===== src/tdc_defines.svh =====
// Register offsets, field positions and timing constants of the dual capture timer.
// Assumes inclusion by bare name from the checker, the design module and the bench.
`ifndef TDC_DEFINES_SVH
`define TDC_DEFINES_SVH
`define TDC_OFS_CTRL 32'h5000_4000
`define TDC_OFS_CAPCFG 32'h5000_4004
`define TDC_OFS_STATUS 32'h5000_4008
`define TDC_OFS_RES1 32'h5000_400c
`define TDC_OFS_RES2 32'h5000_4010
`define TDC_OFS_CLEAR 32'h5000_4014
`define TDC_CTRL_GATE 16
`define TDC_CTRL_FAST 15
`define TDC_CTRL_WRAPMAX 14
`define TDC_CTRL_TUNMASK 13
`define TDC_CTRL_DOWN 12
`define TDC_CTRL_RUN 11
`define TDC_CTRL_WMASK 32'h0001_ffff
`define TDC_CAP_WMASK 32'h0fff_ffff
`define TDC_CH_LSB1 0
`define TDC_CH_LSB2 14
`define TDC_ST_OVF1 14
`define TDC_ST_PEND2 13
`define TDC_ST_PEND1 12
`define TDC_ST_TPEND 11
`define TDC_CLR_IN2 2
`define TDC_CLR_IN1 1
`define TDC_CLR_TMR 0
`define TDC_CNT_MAX 11'h7ff
`define TDC_CNT_ZERO 11'h000
`define TDC_PIN_FIRST 4'h1
`define TDC_PIN_LAST 4'hc
`define TDC_SYNC_CYCLES 3
`endif


===== src/tdc_pkg.sv =====
// Types shared by the dual capture timer.
// Assumes tdc_defines.svh is on the include path.
package tdc_pkg;
  // Per-channel configuration as laid out in the capture register.
  typedef struct packed {
    logic stamp_rtc;
    logic [5:0] period_count;
    logic irq_en;
    logic count_mode;
    logic falling;
    logic [3:0] pin_sel;
  } tdc_chcfg_t;
  // Avalon-MM request bundle.
  typedef struct packed {
    logic [31:0] address;
    logic read;
    logic write;
    logic [3:0] byteenable;
    logic [31:0] writedata;
  } tdc_avreq_t;
endpackage


===== src/tdc_timer.sv =====
// Eleven bit timer with two edge-triggered capture or period-count inputs.
// Assumes an Avalon-MM master on mclk, port pins and an RTC stamp from other domains.
//
// Summary of operation
// - Bit 16 gates timer counting clock.
// - Bit 15 picks system clock over low-power.
// - Up count wraps at reload or maximum.
// - Bit 13 unmasks the timer interrupt.
// - Bit 12 selects decrement instead of increment.
// - Bit 11 enables timer operation.
// - Reload field sets count, plus three-cycle sync.
// - Stamp bit picks counter or RTC stamp.
// - Count mode spans period field plus one.
// - Channel interrupt enable masks capture interrupt.
// - Mode bit picks capture or count mode.
// - Edge bit picks rising or falling events.
// - Pin codes 1..12 select port-zero pins.
// - Event while pending sets overflow, keeps value.
// - Pending flags stay set until cleared.
// - Status low bits show live counter.
// - Count result is timer clocks minus one.
// - Capture result holds value plus stamp high.
// - Clear bits drop flags, read zero.
`timescale 1ns/1ps
`include "tdc_defines.svh"
module tdc_timer (
  // Clock and reset
  input wire logic mclk,
  input wire logic sys_rst,
  // Avalon-MM slave
  input wire tdc_pkg::tdc_avreq_t av_req,
  output logic [31:0] av_readdata,
  output logic av_waitrequest,
  // Counting clocks, as level inputs from other domains
  input wire logic lp_clk,
  input wire logic sys_tick,
  // Port zero pins and RTC stamp
  input wire logic [11:0] port_zero,
  input wire logic [21:0] rtc_stamp,
  // Interrupt
  output logic irq
);
  import tdc_pkg::*;

  // ----------------------------------------------------------------
  // Register bus
  // ----------------------------------------------------------------
  logic [31:0] ctrl_r;
  logic [31:0] capcfg_r;
  logic [31:0] rdata_r;
  logic ack_r;
  logic [10:0] cnt_r;
  logic tpend_r;
  wire [1:0] pend_r;
  wire [1:0] ovf_r;
  wire [21:0] res_r [2];
  wire access = av_req.read | av_req.write;
  // One wait cycle per access; the answer comes on the second edge.
  assign av_waitrequest = access & ~ack_r;
  wire wr_go = av_req.write & ack_r;
  wire rd_go = av_req.read & ~ack_r;
  wire [31:0] bemask = {{8{av_req.byteenable[3]}}, {8{av_req.byteenable[2]}},
                        {8{av_req.byteenable[1]}}, {8{av_req.byteenable[0]}}};
  wire sel_ctrl = av_req.address == `TDC_OFS_CTRL;
  wire sel_cap = av_req.address == `TDC_OFS_CAPCFG;
  wire sel_st = av_req.address == `TDC_OFS_STATUS;
  wire sel_r1 = av_req.address == `TDC_OFS_RES1;
  wire sel_r2 = av_req.address == `TDC_OFS_RES2;
  wire sel_clr = av_req.address == `TDC_OFS_CLEAR;
  wire [31:0] ctrl_nxt = (ctrl_r & ~bemask) | (av_req.writedata & bemask & `TDC_CTRL_WMASK);
  wire [31:0] cap_nxt = (capcfg_r & ~bemask) | (av_req.writedata & bemask & `TDC_CAP_WMASK);
  wire [31:0] clr_bits = (wr_go & sel_clr) ? (av_req.writedata & bemask) : 32'h0000_0000;
  wire clr_tmr = clr_bits[`TDC_CLR_TMR];
  wire [1:0] clr_in = {clr_bits[`TDC_CLR_IN2], clr_bits[`TDC_CLR_IN1]};
  wire [31:0] status_word = {16'h0000, ovf_r, pend_r, tpend_r, cnt_r};
  // The clear register and unmapped offsets read as zero.
  wire [31:0] rd_mux = sel_ctrl ? ctrl_r :
                       sel_cap ? capcfg_r :
                       sel_st ? status_word :
                       sel_r1 ? {10'h000, res_r[0]} :
                       sel_r2 ? {10'h000, res_r[1]} : 32'h0000_0000;
  assign av_readdata = rdata_r;
  always_ff @(posedge mclk or posedge sys_rst) begin
    if (sys_rst) begin
      ack_r <= 1'b0;
      rdata_r <= 32'h0000_0000;
    end else begin
      ack_r <= access & ~ack_r;
      if (rd_go) begin
        rdata_r <= rd_mux;
      end
    end
  end
  always_ff @(posedge mclk or posedge sys_rst) begin
    if (sys_rst) begin
      ctrl_r <= 32'h0000_0000;
      capcfg_r <= 32'h0000_0000;
    end else if (wr_go) begin
      if (sel_ctrl) begin
        ctrl_r <= ctrl_nxt;
      end
      if (sel_cap) begin
        capcfg_r <= cap_nxt;
      end
    end
  end

  // ----------------------------------------------------------------
  // Synchronisers
  // ----------------------------------------------------------------
  logic [13:0] sync1_r;
  logic [13:0] sync2_r;
  logic [21:0] rtc1_r;
  logic [21:0] rtc2_r;
  always_ff @(posedge mclk or posedge sys_rst) begin
    if (sys_rst) begin
      sync1_r <= 14'h0000;
      sync2_r <= 14'h0000;
      rtc1_r <= 22'h00_0000;
      rtc2_r <= 22'h00_0000;
    end else begin
      sync1_r <= {sys_tick, lp_clk, port_zero};
      sync2_r <= sync1_r;
      rtc1_r <= rtc_stamp;
      rtc2_r <= rtc1_r;
    end
  end

  // ----------------------------------------------------------------
  // Timer clock and counter
  // ----------------------------------------------------------------
  logic clk_src_d_r;
  wire src_lvl = ctrl_r[`TDC_CTRL_FAST] ? sync2_r[13] : sync2_r[12];
  wire src_rise = src_lvl & ~clk_src_d_r;
  wire tick = src_rise & ctrl_r[`TDC_CTRL_GATE];
  wire run = ctrl_r[`TDC_CTRL_RUN];
  wire [10:0] reload = ctrl_r[10:0];
  wire [10:0] top = ctrl_r[`TDC_CTRL_WRAPMAX] ? `TDC_CNT_MAX : reload;
  wire down = ctrl_r[`TDC_CTRL_DOWN];
  wire at_end = down ? (cnt_r == `TDC_CNT_ZERO) : (cnt_r == top);
  wire [10:0] cnt_nxt = !run ? `TDC_CNT_ZERO :
                        !tick ? cnt_r :
                        down ? (at_end ? reload : cnt_r - 11'h001) :
                        (at_end ? `TDC_CNT_ZERO : cnt_r + 11'h001);
  // Three timer-clock pipeline ahead of the counter, advancing only on tick, gives the documented sync latency.
  logic [`TDC_SYNC_CYCLES-1:0] run_pipe_r;
  wire timer_evt = tick & run & run_pipe_r[`TDC_SYNC_CYCLES-1] & at_end;
  always_ff @(posedge mclk or posedge sys_rst) begin
    if (sys_rst) begin
      clk_src_d_r <= 1'b0;
      cnt_r <= `TDC_CNT_ZERO;
      run_pipe_r <= '0;
      tpend_r <= 1'b0;
    end else begin
      clk_src_d_r <= src_lvl;
      if (!run) begin
        run_pipe_r <= '0;
      end else if (tick) begin
        run_pipe_r <= {run_pipe_r[`TDC_SYNC_CYCLES-2:0], 1'b1};
      end
      cnt_r <= run_pipe_r[`TDC_SYNC_CYCLES-1] ? cnt_nxt : (run ? cnt_r : `TDC_CNT_ZERO);
      tpend_r <= timer_evt | (tpend_r & ~clr_tmr);
    end
  end

  // ----------------------------------------------------------------
  // Input channels
  // ----------------------------------------------------------------
  // Software keeps the edge bit steady while a pin is selected.
  logic [1:0] chan_irq;
  genvar g;
  generate
    for (g = 0; g < 2; g++) begin : gen_ch
      localparam int LSB = (g == 0) ? `TDC_CH_LSB1 : `TDC_CH_LSB2;
      tdc_chcfg_t cfg;
      logic pin_d_r;
      logic [5:0] per_r;
      logic [10:0] meas_r;
      logic armed_r;
      logic pend_ch_r;
      logic ovf_ch_r;
      logic [21:0] res_ch_r;
      assign cfg = capcfg_r[LSB+13:LSB];
      assign pend_r[g] = pend_ch_r;
      assign ovf_r[g] = ovf_ch_r;
      assign res_r[g] = res_ch_r;
      wire pin_ok = cfg.pin_sel >= `TDC_PIN_FIRST && cfg.pin_sel <= `TDC_PIN_LAST;
      wire [3:0] pidx = cfg.pin_sel - `TDC_PIN_FIRST;
      wire pin_lvl = pin_ok & sync2_r[pidx];
      wire edge_evt = pin_ok & (cfg.falling ? (pin_d_r & ~pin_lvl)
                                           : (~pin_d_r & pin_lvl));
      wire per_done = armed_r & (per_r == cfg.period_count);
      wire evt = cfg.count_mode ? (edge_evt & per_done) : edge_evt;
      wire [21:0] cap_val = cfg.stamp_rtc ? rtc2_r
                                          : {rtc2_r[21:11], cnt_r};
      // The span counts every tick from its opening edge, so the stored value is ticks less one.
      wire [21:0] cnt_val = {11'h000, meas_r - 11'h001};
      wire span_open = !armed_r || per_done;
      always_ff @(posedge mclk or posedge sys_rst) begin
        if (sys_rst) begin
          pin_d_r <= 1'b0;
          per_r <= 6'h00;
          meas_r <= `TDC_CNT_ZERO;
          armed_r <= 1'b0;
          pend_ch_r <= 1'b0;
          ovf_ch_r <= 1'b0;
          res_ch_r <= 22'h00_0000;
        end else begin
          pin_d_r <= pin_lvl;
          if (!cfg.count_mode || !pin_ok) begin
            armed_r <= 1'b0;
            per_r <= 6'h00;
          end else if (edge_evt) begin
            armed_r <= 1'b1;
            per_r <= span_open ? 6'h00 : per_r + 6'h01;
            if (span_open) begin
              meas_r <= {10'h000, tick};
            end else if (tick) begin
              meas_r <= meas_r + 11'h001;
            end
          end else if (tick) begin
            meas_r <= meas_r + 11'h001;
          end
          // A new event while pending sets overflow and keeps the first value.
          if (evt && !pend_ch_r) begin
            res_ch_r <= cfg.count_mode ? cnt_val : cap_val;
          end
          pend_ch_r <= evt | (pend_ch_r & ~clr_in[g]);
          ovf_ch_r <= (evt & pend_ch_r) | (ovf_ch_r & ~clr_in[g]);
        end
      end
      assign chan_irq[g] = pend_ch_r & cfg.irq_en;
    end
  endgenerate

  // ----------------------------------------------------------------
  // Interrupt output
  // ----------------------------------------------------------------
  logic irq_r;
  always_ff @(posedge mclk or posedge sys_rst) begin
    if (sys_rst) begin
      irq_r <= 1'b0;
    end else begin
      irq_r <= (tpend_r & ctrl_r[`TDC_CTRL_TUNMASK]) | (|chan_irq);
    end
  end
  assign irq = irq_r;
endmodule


===== config.mk =====
export PLATFORM = sky130hd
export DESIGN_NAME = tdc_timer
export DESIGN_NICKNAME = d
export VERILOG_FILES = /design/src/tdc_pkg.sv /design/src/tdc_timer.sv
export VERILOG_INCLUDE_DIRS = /design/src
export SDC_FILE = /design/constraint.sdc
export NUM_CORES = 1
export LEC_CHECK = 0
export BUFFER_PORTS_ARGS = -buffer_cell sky130_fd_sc_hd__buf_2
export CORE_MARGIN = 2
export CORE_UTILIZATION = 59
export CTS_CLUSTER_DIAMETER = 150
export DETAILED_ROUTE_END_ITERATION = 8
export PLACE_DENSITY_LB_ADDON = 0.2
export SLEW_MARGIN = 20
export SYNTH_ARGS = -nofsm -noshare
export SYNTH_HDL_FRONTEND = slang
export SYNTH_SLANG_ARGS = --single-unit

===== constraint.sdc =====
create_clock -name mclk -period 12.56 [get_ports mclk]
set_clock_uncertainty 0.05 [all_clocks]
set_input_delay 1.884 -clock mclk [delete_from_list [all_inputs] [get_ports mclk]]
set_output_delay 1.884 -clock mclk [all_outputs]
set_load 0.05 [all_outputs]

# == Yosys cells after proc, flatten, opt, wreduce, memory -nomap -nowiden ==
# Cells that the tools add are included.
# totals
regBits,272
output_inout_bits,34
# op_classes
add_sub_neg,10
n_lt_le_gt_ge,6
n_eq_ne,11
mux,46
bitwise_logic,53
reduce_logical,23
# ops
operator,count
$eq A32 B31 Y1 const B,6
$mux W11,16
$mux W22,5
$and A32 B32 Y32,2
$mux W32,2
$mux W6,6
$add A11 B1 Y11 const B,3
$sub A11 B1 Y11 const B,3
$not A32 Y32,1
$or A32 B17 Y32,1
$or A32 B28 Y32,1
$and A1 B1 Y1,31
$and A28 B28 Y28,1
$add A6 B1 Y6 const B,2
$eq A6 B6 Y1,2
$mux W1,12
$eq A11 B11 Y1,1
$logic_not A11 Y1,1
$lt A4 B5 Y1 const B,2
$mux W3,3
$not A1 Y1,9
$bmux W1 S4,2
$ge A4 B1 Y1 const B,2
$le A4 B4 Y1 const B,2
9 further kinds,33

# == Logic depth before layout (Yosys ltp) ==
# depth
word_depth,12
mapped_depth,11
depth_no_buf,9

# == Least setup slack after synthesis ==
# No wires, ideal clock.
# synth_path
kind,in2out
start,input port av_req[36] (netlist name)
end,output port av_waitrequest
arrival_ns,2.581
required_time_ns,10.626
path_slack_ns,8.045
cell_stages,2
path_buffers,0
cell_sequence,nor2_1 > nor2_1
# synth_between
elab_chain_cells,2
# synth_rtl
element,line,text
from (decl),tdc_timer.sv:31,"input wire tdc_pkg::tdc_avreq_t av_req,"
$or A1 B1 Y1,tdc_timer.sv:57,wire access = av_req.read | av_req.write;
$and A1 B1 Y1,tdc_timer.sv:59,assign av_waitrequest = access & ~ack_r;
to (decl),tdc_timer.sv:33,"output logic av_waitrequest,"
# No other way between the ends.

==> flow_summary.ini <==
[floorplan]
dieArea_um2 = 23400
fp.dieH_um = 153
die_w_um = 153
rows = 54
core_um2 = 21800
ioPinCount = 142
start_util = 0.600

[setup_path]
startpoint_type = primary input
endpoint_kind = flip-flop
critPathKind = primary input to flip-flop
arrival_ns = 5.68
cp.required_ns = 12.94
critPathMaxFanout = 13

[sta]
min_period_ns = 5.30
relSlewSlack = 0.279
tns_ns = 0
worst_slack_ns = 7.26
min_period_over_period = 0.422
setup_viol = 0
fmax_ghz = 0.189
finalHoldViolations = 0
rsz0062_at_grt = false
worst_pin_slew_ns = 1.08
drv_slew = 0

[route]
drc = 0
vias = 10100
ant_nets = 0
wl_per_cell_um = 21.4
dr.first_iter.drc_count = 752
vias_per_cell = 6.22
firstDrtPassIters = 6
wirelength_mm = 34.8

[power]
internal_power_uw = 1580
p_leak_uw = 0.00703
p_switching_uw = 448
p_sw_frac = 0.221
power_density_nw_per_um2 = 135
ir_worst_vdd_v = 0.000145
power_frac_clock = 0.486
seq_power_share = 0.454
pwr-share-comb = 0.060
p_total_uw = 2030

[clock_network]
cts.htree.levels = 1
cts_resized = 0
cts_tree = built
cts_inserted_buffers = 29
clock_path_buffers = 3
ctsRootBufferMaster = clkbuf_16
cts_setup_buffers = 0
ctsHoldBuffers = 0
clkTransAtPathRegs_ns = 0.06
worstSkewPairLatency_ns = 0.55
clock-sinks = 272

[logic_synthesis]
synth_edf_count = 0
yosysUniqueCellTypes = 72
syn_inst = 1221
synth_fp_nets = 1341
synth.cell_area_um2 = 13100
yosysWarnings = 0
postSynthAreaPerCell_um2 = 10.7
synth_ff_type = dfrtp_1
synthArstFlopShare = 1.00
synth_seq_cells = 272
seq_area_frac_synth = 0.520

[global_route]
grt_overflow_total = 0
grtUsageTotal = 0.295
grt_pass1_vias = 9944
grt_max_degree = 147
grt_antenna_before_repair = 5
grt_pass1_wl_mm = 54.8

[placed_design]
hpwl_mm = 23.6
portBuffers = 137
place_ws_ns = 6.90
finalWeightedCongestion = 0.990

[final_layout]
n_fill_cell = 1624
drive_above_1_share = 0.217
multi_input_area_um2 = 5850
utilization = 0.689
seq_area_um2 = 6810
synthToLayoutAreaGrowth_pct = 14.8
final_common_cell = dfrtp_1
final_cell_mix = dfrtp_1 (272), buf_2 (137), nand2_1 (113), nor2_1 (80), mux2_2 (72)
layout.nets = 1447

[outcome]
run_status = finished clean

[worst_hold_path]
holdCritPathClass = flip-flop to flip-flop

[job]
drv_cap = 0
power by group through the flow:
| stage | Sequential [µW] | Combinational [µW] | Clock [µW] |
|---|---|---|---|
| after floorplan | 957 | 52.0 | 0 |
| after global placement | 934 | 119 | 0 |
| after detailed placement | 935 | 121 | 0 |
| after CTS | 919 | 122 | 996 |
| after global routing | 922 | 132 | 1030 |
| final | 919 | 122 | 985 |
metrics by stage:
step | hold slack [ns] | instances | instance area (µm²)
floorplan | 0.281 | 1221 | 13100
global placement | 0.282 | 1576 | 13900
detailed placement | 0.285 | 1576 | 13900
CTS | 0.294 | 1628 | 15000
global route | 0.299 | 1629 | 15000
finish | 0.292 | 1630 | 15000
worst paths after layout:
kind | from | end | slack (ns) | cells after the start
max reg2reg | flip-flop | gen_ch[1].res_ch_r[20] | 8.09 | 9
max | av_req[58] | flip-flop | 7.26 | 9
min | rtc1_r[11] | rtc2_r[11] | 0.29 | 0
min reg2reg | rtc1_r[11] | rtc2_r[11] | 0.29 | 0
min in group asynchronous | sys_rst | rtc1_r[15] | 1.51 | 2
max in group asynchronous | sys_rst | rtc1_r[7] | 8.80 | 4
logic make-up after synthesis:
logic type	count (synthesis)	share of synthesized area
adder cells (fa/ha/maj)	12	0.0115
AND/OR/NAND/NOR	398	0.155
buffers and inverters	106	0.0344
flip-flops	272	0.520
multiplexers	141	0.122
AO/OA/AOI/OAI	236	0.119
XOR/XNOR	56	0.0375
critical path, stage by stage:
cell and delay [ns]:
buf_2 0.09, nor4b_1 0.40, nand4_1 0.42, nor4_2 0.78
buf_4 0.32, nand2b_1 0.40, nor2_1 0.52, and2_1 0.47
mux2_2 0.39
layout make-up:
class | count | area share
repair buffers | 149 | 0.0516
well taps | 280 | 0.0233
clock inverters | 14 | 0.0202
multi-input cells | 843 | 0.389
diodes | 2 | 0.000333
inverters | 32 | 0.00849
clock buffers | 38 | 0.0539
flip-flops and latches | 272 | 0.453
cells in the mapped netlist (all sizes together) (6+ instances only):
library cell  count  area, µm²
a22oi            11       82.6
a21oi            55        275
nand2b           15       93.8
nor3b             7       57.6
nor4             17        113
buf              19        124
nand2           114        430
a222oi            9       90.1
mux2             92       1040
nand3            16       80.1
mux2i            43        430
or3               6       37.5
a31oi             7       43.8
dfrtp           272       6810
clkbuf           55        206
xor2             35        307
mux4              6        135
inv              31        116
o31ai            19        143
ha               12        150
nor3             29        145
o21ai            63        315
o22ai             9       56.3
a21o              8       60.1
o211ai            7       52.6
nor2b            45        282
o211a             6       60.1
xnor2            21        184
and3             16        100
or4              10       78.8
nand4            12       75.1
and2             14       87.6
nor2             80        300
layer usage:
metal	vias to the layer above	wire [µm]	global-route usage
met1	5016	14300	0.404
met2	474	16300	0.476
met3	83	3030	0.0638
li1	4567	-	-
met5	-	35	0
met4	6	1110	0.0974
Note: power is estimated with default switching activity, not from simulation.
